**src/common/cpu_core_regs.vh**
```
`ifndef CPU_CORE_REGS_VH
`define CPU_CORE_REGS_VH

// data-space offsets of the core registers
`define OFS_POINTER_FIRST        8'h80
`define OFS_POINTER_SECOND       8'h81
`define OFS_SHORT_DIRECT_FIRST   8'h82
`define OFS_SHORT_DIRECT_SECOND  8'h83
`define OFS_ACCUMULATOR          8'hFF

// reset values of the data-space registers
`define RST_DATA_REG             8'h00

// internal register index, returned by the decode function
`define IDX_ACC                  3'h0
`define IDX_PTR1                 3'h1
`define IDX_PTR2                 3'h2
`define IDX_SD1                  3'h3
`define IDX_SD2                  3'h4
`define IDX_NONE                 3'h7

// program counter update commands
`define PCOP_HOLD                4'h0
`define PCOP_INC                 4'h1
`define PCOP_BRANCH              4'h2
`define PCOP_JUMP                4'h3
`define PCOP_CALL                4'h4
`define PCOP_INT                 4'h5
`define PCOP_NMI                 4'h6
`define PCOP_RET                 4'h7
`define PCOP_INTERRUPT_RETURN                4'h8

// flag contexts
`define CTX_NORMAL               2'h0
`define CTX_INT                  2'h1
`define CTX_NMI                  2'h2

// reset values of program counter and bank, and the stack level count
`define RST_PC                   12'hFFE
`define RST_BANK                 2'h0
`define STACK_LEVELS             3'h6

`endif

```
**src/rtl/cpu_core_registers_stack.v**
```verilog
// Operation
// [RULE_01] accumulator also mapped at data address FFh
// [RULE_02] pointers mapped at 80h and 81h
// [RULE_03] short-direct registers mapped at 82h, 83h
// [RULE_04] indirect mode uses selected pointer as address
// [RULE_05] 12-bit counter holds next fetch address
// [RULE_06] bank register extends program space past 4096
// [RULE_07] counter increments when nothing redirects it
// [RULE_08] branch writes ALU sum of counter, offset
// [RULE_09] jump, call, vector, pop load the counter
// [RULE_10] three carry/zero pairs, one per context
// [RULE_11] interrupt entry switches pair, return restores
// [RULE_12] only active pair changes; switching keeps values
// [RULE_13] carry from carry/borrow, bit test, feeds rotate
// [RULE_14] zero set when result equals zero
// [RULE_15] reset starts in non-maskable context
// [RULE_16] six hidden 12-bit stack levels
// [RULE_17] push shifts deeper, sixth level lost
// [RULE_18] pop loads counter, levels shift up
// [RULE_19] overflow stays deepest, oldest address lost
// [RULE_20] empty return keeps stack, runs next instruction
// [RULE_21] stack holds program addresses only; each level here also keeps the flag context
// [RULE_22] data-space read returns last written value
`timescale 1ns/1ps
`include "cpu_core_regs.vh"

module cpu_core_registers_stack #(
    parameter BANK_W = 2                           // program bank switch width
) (
    // clock and reset
    input  wire                    clk,
    input  wire                    rst,
    // data-space bus
    input  wire [7:0]              dsAddr,
    input  wire                    dsWrite,
    input  wire                    dsRead,
    input  wire [7:0]              dsWdata,
    output reg  [7:0]              dsRdata,
    output reg                     dsHit,
    // instruction-side register writes
    input  wire                    instWrite,
    input  wire [7:0]              instAddr,
    input  wire [7:0]              instWdata,
    // register contents for the sequencer and ALU
    output reg  [7:0]              accumulator,
    output reg  [7:0]              pointerFirst,
    output reg  [7:0]              pointerSecond,
    output reg  [7:0]              shortDirectFirst,
    output reg  [7:0]              shortDirectSecond,
    // register-indirect addressing
    input  wire                    pointerSel,
    output reg  [7:0]              indirectAddr,
    // program counter control
    input  wire [3:0]              pcOp,
    input  wire [11:0]             jumpTarget,
    input  wire [11:0]             vectorAddr,
    input  wire [11:0]             aluSum,
    output reg  [11:0]             programCounter,
    // program bank switch
    input  wire                    bankWrite,
    input  wire [BANK_W-1:0]       bankWdata,
    output reg  [BANK_W+11:0]      fetchAddr,
    // flag update from the ALU
    input  wire                    carryUpdate,
    input  wire                    aluCarry,
    input  wire                    zeroUpdate,
    input  wire [7:0]              aluResult,
    output reg                     carryFlag,
    output reg                     zeroFlag,
    output reg  [1:0]              flagContext,
    output reg  [2:0]              stackDepth
);

    // data-space decode, shared by bus and instruction writes
    // one decoder keeps the bus and instruction views in step
    function [2:0] decodeReg;
        input [7:0] addr;
        begin
            case (addr)
                // [RULE_01] accumulator in data space
                `OFS_ACCUMULATOR:         decodeReg = `IDX_ACC;
                // [RULE_02] pointer register offsets
                `OFS_POINTER_FIRST:       decodeReg = `IDX_PTR1;
                `OFS_POINTER_SECOND:      decodeReg = `IDX_PTR2;
                // [RULE_03] short-direct offsets
                `OFS_SHORT_DIRECT_FIRST:  decodeReg = `IDX_SD1;
                `OFS_SHORT_DIRECT_SECOND: decodeReg = `IDX_SD2;
                default:                  decodeReg = `IDX_NONE;
            endcase
        end
    endfunction

    wire [2:0]         busIdx  = decodeReg(dsAddr);     // bus target
    wire [2:0]         instIdx = decodeReg(instAddr);   // instruction target

    // [RULE_16] six hidden levels
    // levels sit outside data space; software cannot address them
    reg  [11:0]        retStack [0:5];                  // hidden return levels
    // context kept per level so an interrupt return can restore it
    reg  [1:0]         ctxStack [0:5];                  // context saved per level
    reg  [BANK_W-1:0]  progBank;                        // program bank switch
    // one bit per context, indexed by flagContext
    reg  [2:0]         carryPairs;                      // carry per context
    reg  [2:0]         zeroPairs;                       // zero per context

    // next values, settled combinationally every cycle
    reg  [7:0]         next_acc;
    reg  [7:0]         next_ptr1;
    reg  [7:0]         next_ptr2;
    reg  [7:0]         next_sd1;
    reg  [7:0]         next_sd2;
    reg  [11:0]        next_pc;
    reg  [1:0]         next_ctx;
    reg  [BANK_W-1:0]  next_bank;
    reg  [2:0]         next_carryPairs;
    reg  [2:0]         next_zeroPairs;
    reg                doPush;                          // shift levels deeper
    reg                doPop;                           // shift levels upward
    integer            i;

    // data register next values; bus write last so it wins a tie
    // unmapped addresses fall to the default and change nothing
    always @* begin
        next_acc  = accumulator;
        next_ptr1 = pointerFirst;
        next_ptr2 = pointerSecond;
        next_sd1  = shortDirectFirst;
        next_sd2  = shortDirectSecond;
        // [RULE_22] instruction write stored
        if (instWrite) begin
            case (instIdx)
                `IDX_ACC:  next_acc  = instWdata;
                `IDX_PTR1: next_ptr1 = instWdata;
                `IDX_PTR2: next_ptr2 = instWdata;
                `IDX_SD1:  next_sd1  = instWdata;
                `IDX_SD2:  next_sd2  = instWdata;
                default:   next_acc  = next_acc;
            endcase
        end
        // [RULE_22] bus write stored
        if (dsWrite) begin
            case (busIdx)
                `IDX_ACC:  next_acc  = dsWdata;
                `IDX_PTR1: next_ptr1 = dsWdata;
                `IDX_PTR2: next_ptr2 = dsWdata;
                `IDX_SD1:  next_sd1  = dsWdata;
                `IDX_SD2:  next_sd2  = dsWdata;
                default:   next_acc  = next_acc;
            endcase
        end
    end

    // program counter, context and stack control
    always @* begin
        next_pc  = programCounter;
        next_ctx = flagContext;
        doPush   = 1'b0;
        doPop    = 1'b0;
        case (pcOp)
            // [RULE_07] plain sequential fetch
            `PCOP_INC:    next_pc = programCounter + 12'h001;
            // [RULE_08] sum comes back from ALU
            `PCOP_BRANCH: next_pc = aluSum;
            // [RULE_09] jump target load
            `PCOP_JUMP:   next_pc = jumpTarget;
            // [RULE_09] call target and push
            `PCOP_CALL: begin
                next_pc = jumpTarget;
                doPush  = 1'b1;
            end
            // [RULE_11] maskable entry switches pair
            `PCOP_INT: begin
                next_pc  = vectorAddr;
                next_ctx = `CTX_INT;
                doPush   = 1'b1;
            end
            // [RULE_11] non-maskable entry switches pair
            `PCOP_NMI: begin
                next_pc  = vectorAddr;
                next_ctx = `CTX_NMI;
                doPush   = 1'b1;
            end
            `PCOP_RET, `PCOP_INTERRUPT_RETURN: begin
                // a plain return pops the level but leaves the context
                // [RULE_20] empty stack: fall through
                if (stackDepth == 3'h0) begin
                    next_pc = programCounter + 12'h001;
                end else begin
                    // [RULE_18] top level into counter
                    next_pc = retStack[0];
                    doPop   = 1'b1;
                    // [RULE_11] restore earlier pair
                    if (pcOp == `PCOP_INTERRUPT_RETURN) begin
                        next_ctx = ctxStack[0];
                    end
                end
            end
            default: next_pc = programCounter;
        endcase
    end

    // flag pairs: only the pair of the current context is touched
    // an update in the cycle of a context switch lands in the
    // old pair, since flagContext is still the pre-edge value
    always @* begin
        next_carryPairs = carryPairs;
        next_zeroPairs  = zeroPairs;
        // [RULE_13] carry or borrow, or tested bit
        if (carryUpdate) begin
            next_carryPairs[flagContext] = aluCarry;
        end
        // [RULE_14] zero result detect
        if (zeroUpdate) begin
            next_zeroPairs[flagContext] = (aluResult == 8'h00);
        end
    end

    // bank switch written by the sequencer
    // the bank never rides the stack; calls leave it as it is
    always @* begin
        next_bank = progBank;
        if (bankWrite) begin
            next_bank = bankWdata;
        end
    end

    // data-space registers and indirect address
    always @(posedge clk) begin
        if (rst) begin
            accumulator       <= `RST_DATA_REG;
            pointerFirst      <= `RST_DATA_REG;
            pointerSecond     <= `RST_DATA_REG;
            shortDirectFirst  <= `RST_DATA_REG;
            shortDirectSecond <= `RST_DATA_REG;
            indirectAddr      <= `RST_DATA_REG;
        end else begin
            accumulator       <= next_acc;
            pointerFirst      <= next_ptr1;
            pointerSecond     <= next_ptr2;
            shortDirectFirst  <= next_sd1;
            shortDirectSecond <= next_sd2;
            // next pointer value, so a pointer write shows at once
            // [RULE_04] selected pointer drives address
            indirectAddr      <= pointerSel ? next_ptr2 : next_ptr1;
        end
    end

    // bus read answer, one cycle after the request
    // a read and a write of one register in a cycle give the old
    // value: the read samples the flip-flop, not the next value
    always @(posedge clk) begin
        if (rst) begin
            dsRdata <= 8'h00;
            dsHit   <= 1'b0;
        end else begin
            dsHit   <= dsRead && (busIdx != `IDX_NONE);
            // unmapped or idle reads answer zero
            dsRdata <= 8'h00;
            if (dsRead) begin
                // [RULE_22] last stored value returned
                case (busIdx)
                    `IDX_ACC:  dsRdata <= accumulator;
                    `IDX_PTR1: dsRdata <= pointerFirst;
                    `IDX_PTR2: dsRdata <= pointerSecond;
                    `IDX_SD1:  dsRdata <= shortDirectFirst;
                    `IDX_SD2:  dsRdata <= shortDirectSecond;
                    default:   dsRdata <= 8'h00;
                endcase
            end
        end
    end

    // program counter, bank, context and visible flags
    always @(posedge clk) begin
        if (rst) begin
            // reset vector is a plain choice; the bank restarts at zero
            // [RULE_09] reset vector load
            programCounter <= `RST_PC;
            progBank       <= `RST_BANK;
            fetchAddr      <= {`RST_BANK, `RST_PC};
            // [RULE_15] reset enters non-maskable context
            flagContext    <= `CTX_NMI;
            carryPairs     <= 3'h0;
            zeroPairs      <= 3'h0;
            carryFlag      <= 1'b0;
            zeroFlag       <= 1'b0;
        end else begin
            // [RULE_05] counter holds next fetch location
            programCounter <= next_pc;
            progBank       <= next_bank;
            // built from next values so it tracks the counter
            // [RULE_06] bank extends fetch address
            fetchAddr      <= {next_bank, next_pc};
            flagContext    <= next_ctx;
            // [RULE_12] switching leaves pair values
            carryPairs     <= next_carryPairs;
            zeroPairs      <= next_zeroPairs;
            // [RULE_10] expose pair of new context
            carryFlag      <= next_carryPairs[next_ctx];
            zeroFlag       <= next_zeroPairs[next_ctx];
        end
    end

    // return stack: shift register, no software pointer
    always @(posedge clk) begin
        if (rst) begin
            // cleared levels make a stray pop after reset harmless
            stackDepth <= 3'h0;
            for (i = 0; i < 6; i = i + 1) begin
                retStack[i] <= 12'h000;
                ctxStack[i] <= `CTX_NORMAL;
            end
        end else if (doPush) begin
            // [RULE_17] shift deeper, sixth lost
            for (i = 5; i > 0; i = i - 1) begin
                retStack[i] <= retStack[i-1];
                ctxStack[i] <= ctxStack[i-1];
            end
            // the counter as it stands is pushed: the sequencer must
            // already have stepped past the call
            // [RULE_21] the address is saved, with the flag context beside it
            retStack[0] <= programCounter;
            ctxStack[0] <= flagContext;
            // overflow keeps six levels; the oldest address drops
            // [RULE_19] depth saturates at deepest
            if (stackDepth != `STACK_LEVELS) begin
                stackDepth <= stackDepth + 3'h1;
            end
        end else if (doPop) begin
            // the sixth level keeps its value; depth marks it stale
            // depth never wraps: an empty return never pops
            // [RULE_18] shift toward first level
            for (i = 0; i < 5; i = i + 1) begin
                retStack[i] <= retStack[i+1];
                ctxStack[i] <= ctxStack[i+1];
            end
            stackDepth <= stackDepth - 3'h1;
        end
    end

endmodule // cpu_core_registers_stack

```
**config.mk**
```make
export PLATFORM = sky130hd
export DESIGN_NAME = cpu_core_registers_stack
export DESIGN_NICKNAME = d
export VERILOG_FILES = /design/src/rtl/cpu_core_registers_stack.v
export VERILOG_INCLUDE_DIRS = /design/src /design/src/common
export SDC_FILE = /design/constraint.sdc
export NUM_CORES = 1
export LEC_CHECK = 0
export BUFFER_PORTS_ARGS = -buffer_cell sky130_fd_sc_hd__clkbuf_2
export CAP_MARGIN = 20
export CORE_MARGIN = 3
export CORE_UTILIZATION = 45
export CTS_BUF_LIST = sky130_fd_sc_hd__clkbuf_16
export CTS_CLUSTER_DIAMETER = 120
export CTS_CLUSTER_SIZE = 28
export DETAILED_ROUTE_END_ITERATION = 7
export GPL_TIMING_DRIVEN = 0
export PLACE_DENSITY = 0.78
export SYNTH_ARGS = -nofsm -noshare
export SYNTH_HDL_FRONTEND = slang
export SYNTH_SLANG_ARGS = --single-unit
```
**constraint.sdc**
```tcl
create_clock -name clk -period 5.1 [get_ports clk]
set_clock_uncertainty 0.2 [all_clocks]
set_input_delay 0.51 -clock clk [delete_from_list [all_inputs] [get_ports clk]]
set_output_delay 0.51 -clock clk [all_outputs]
set_load 0.01 [all_outputs]
```
==> impl_metrics.toml <==
[synthesis]
synth_edf_count = 84
yosys_warnings = 0
yosys_register_bits = 168
synthFlopType = "edfxtp_1"
syn_area_sq_um = 7971
synth_seq_area_share_pct = 52.74
synth_cell_types = 67
synthArstFlopShare_pct = 0
syn_avg_cell_area_sq_um = 11.34
syn_inst = 703
syn_nets = 797

[worst_setup_path]
crit_required_ns = 4.95
path_cells = "clkbuf_1, or4b_1, clkbuf_1, a21oi_2, or3_4"
reg2reg_slack_ns = 2.58
r2r-end = "retStack[2][2]$_SDFFCE_PN0P_"
cp-startpoint = "pcOp[1]"
critPathSlowestCell = "or3_4"
max_stage_delay_ns = 0.83
cp_max_fo = 70
cp_data_arrival_time_ns = 2.58
rr_startpoint = "stackDepth[0]$_SDFFE_PP0P_"
crit_end = "retStack[2][2]$_SDFFCE_PN0P_"
path_class = "input pin to register"
crit_top_cell = "clkbuf_1"
cp-start-kind = "input pin"
rr_worst_depth = 3
cp-end-kind = "register"

[layout]
layout_commonest_cell = "clkbuf_2"
final_cell_mix = "clkbuf_2 (179), dfxtp_1 (84), edfxtp_1 (84)"
regArea_sq_um = 4204
nets = 995
multi_input_area_sq_um = 3344
diodes = 0
final_util_pct = 56.19
final_cells = 1139
syn_to_final_growth_pct = 21.93
drive_gt1_share_pct = 29.87
fill_cells = 1508

[detailed_routing]
avgRoutedWirePerCell_um = 20.51
viasPerCell = 6.032
drc = 0
via_count = 6870
antenna_left = 0
drt-pass1-iter-count = 5
initialDrtViolationCount = 737
totalWireLength_um = 23360

[die]
die_area_sq_um = 19350
die_w_um = 139.1
die_y_um = 139.1
core_sq_um = 17300
num_io_pins = 182
start_util_pct = 46.09
row_count = 48

[global_route]
grt_pass1_wl_um = 36350
antenna_found_initial = 2
grt_pass1_vias = 6589
grt_use_total_pct = 23.69
grt_overflow = 0
grt_max_degree = 71

[sta]
setup_tns_ns = 0
drv_slew = 0
rsz0062_at_grt = "no"
setup-violations-final = 0
maxClockFrequency_mhz = 365.7
fin_crit_sh_pct = 53.61
tightest_slew_ns = 0.9473
hold_violations = 0
period_needed_ns = 2.734
holdWs_ns = 0.1138
slew_headroom_pct = 36.85

[cts]
clockBufferDepth = 2
cts_max_level = 4
cts_root_buf = "clkbuf_16"
cts_resized = 0
clk_latency_ns = 0.43
cts_sinks = 168
cts_buffers = 17
cts_hold_buf = 0
cts_tree = "done"
cts.clk_slew.worst_paths_ns = 0.07
cts_setup_buffers = 0

[power]
p_total_uw = 3109
p_leak_uw = 0.003983
powerDensity_nw_per_um2 = 319.9
peakVddDrop_v = 0.0002792

[hold_path]
hold_path_class = "input pin to register"

[place]
dp_cells = 1107
gp_congestion = 0.8247
numPortBuffers = 179
hpwl_um = 16900

[run]
cap_violations = 0

[outcome]
outcome = "finished, final reports clean"
flip-flops by register name, summed over array words and instances, names as in the netlist, 2 cells and up:
name / cells
fetchAddr: 3
dsRdata: 8
zeroPairs: 3
retStack: 72
flagContext: 2
shortDirectFirst: 8
accumulator: 8
shortDirectSecond: 8
ctxStack: 12
programCounter: 11
indirectAddr: 8
stackDepth: 3
pointerSecond: 8
carryPairs: 3
pointerFirst: 8
layer usage:
metal	wire length, um	global-route usage, %	vias up
li1	-	-	3146
met1	9385	30.27	3335
met2	11630	40.53	335
met3	1817	5.069	50
met4	500	7.158	4
met5	21	0	-
cell usage after synthesis, types with 4 or more instances:
master / n / share of area (%)
a211oi_1: 32 / 3.0
a21oi_1: 19 / 1.2
a221o_1: 4 / 0.50
a221oi_1: 18 / 2.0
a222oi_1: 8 / 1.0
a22o_1: 72 / 7.9
a22oi_1: 19 / 1.8
and2_1: 15 / 1.2
and3_1: 11 / 0.86
buf_2: 5 / 0.31
buf_4: 21 / 2.0
buf_6: 4 / 0.57
clkbuf_1: 26 / 1.2
dfxtp_1: 84 / 21
edfxtp_1: 84 / 32
inv_1: 10 / 0.47
mux2i_1: 31 / 3.9
nand2_1: 31 / 1.5
nand3_1: 11 / 0.69
nand3b_1: 4 / 0.38
nor2_1: 55 / 2.6
nor2b_1: 12 / 0.94
nor3_1: 23 / 1.4
nor3_2: 4 / 0.50
o2111ai_1: 7 / 0.77
o211ai_1: 4 / 0.38
o21ai_0: 16 / 1.0
o32ai_2: 7 / 1.4
xnor2_1: 4 / 0.44
xor2_1: 8 / 0.88
worst max-delay path, delay by kind of cell:
family | cells | cell delay (ns)
buf+inv | 2 | 0.35
compound gates | 1 | 0.35
simple gates | 2 | 1.35
cells by family after synthesis:
family | Yosys count | share of synthesized area [%]
AO/OA/AOI/OAI | 217 | 22.18
buffers and inverters | 72 | 5.368
AND/OR/NAND/NOR | 201 | 14.10
multiplexers | 31 | 3.893
flip-flops | 168 | 52.74
XOR/XNOR | 12 | 1.318
adder cells (fa/ha/maj) | 2 | 0.4081
final cells by class:
type / instances / area share [%]
flip-flops and latches: 168 / 43.25
repair buffers: 179 / 9.217
plain buffers: 62 / 4.016
well taps: 225 / 2.896
clock buffers: 19 / 4.892
multi-input cells: 463 / 34.41
inverters: 10 / 0.3862
clock inverters: 13 / 0.9269
report_power, final:
group	switching, uW	leakage [uW]	internal, uW
clock network	555	0.000290	684
registers	66.4	0.00157	1490
logic	182	0.00212	130
total	803	0.00398	2310
how the worst min path moves through the flow:
stage                                   startpoint                        endpoint  slack (ns)  cells after the start
after floorplan            zeroPairs[2]$_SDFF_PP0_         zeroPairs[2]$_SDFF_PP0_        0.24                      2
after global placement    carryPairs[2]$_SDFF_PP0_        carryPairs[2]$_SDFF_PP0_        0.26                      2
after detailed placement   zeroPairs[2]$_SDFF_PP0_         zeroPairs[2]$_SDFF_PP0_        0.27                      2
after CTS                            jumpTarget[2]  programCounter[2]$_SDFFE_PP1P_        0.10                      3
after global routing                 jumpTarget[2]  programCounter[2]$_SDFFE_PP1P_        0.13                      3
final                                jumpTarget[2]  programCounter[2]$_SDFFE_PP1P_        0.11                      3
metrics by stage:
step                setup slack [ns]  area [sq um]
detailed placement             1.952          9154
global route                   2.182          9719
global placement              0.5547          9149
CTS                            2.390          9719
floorplan                      1.343          7971
finish                         2.366          9719
Note: power is estimated with default switching activity, not from simulation.
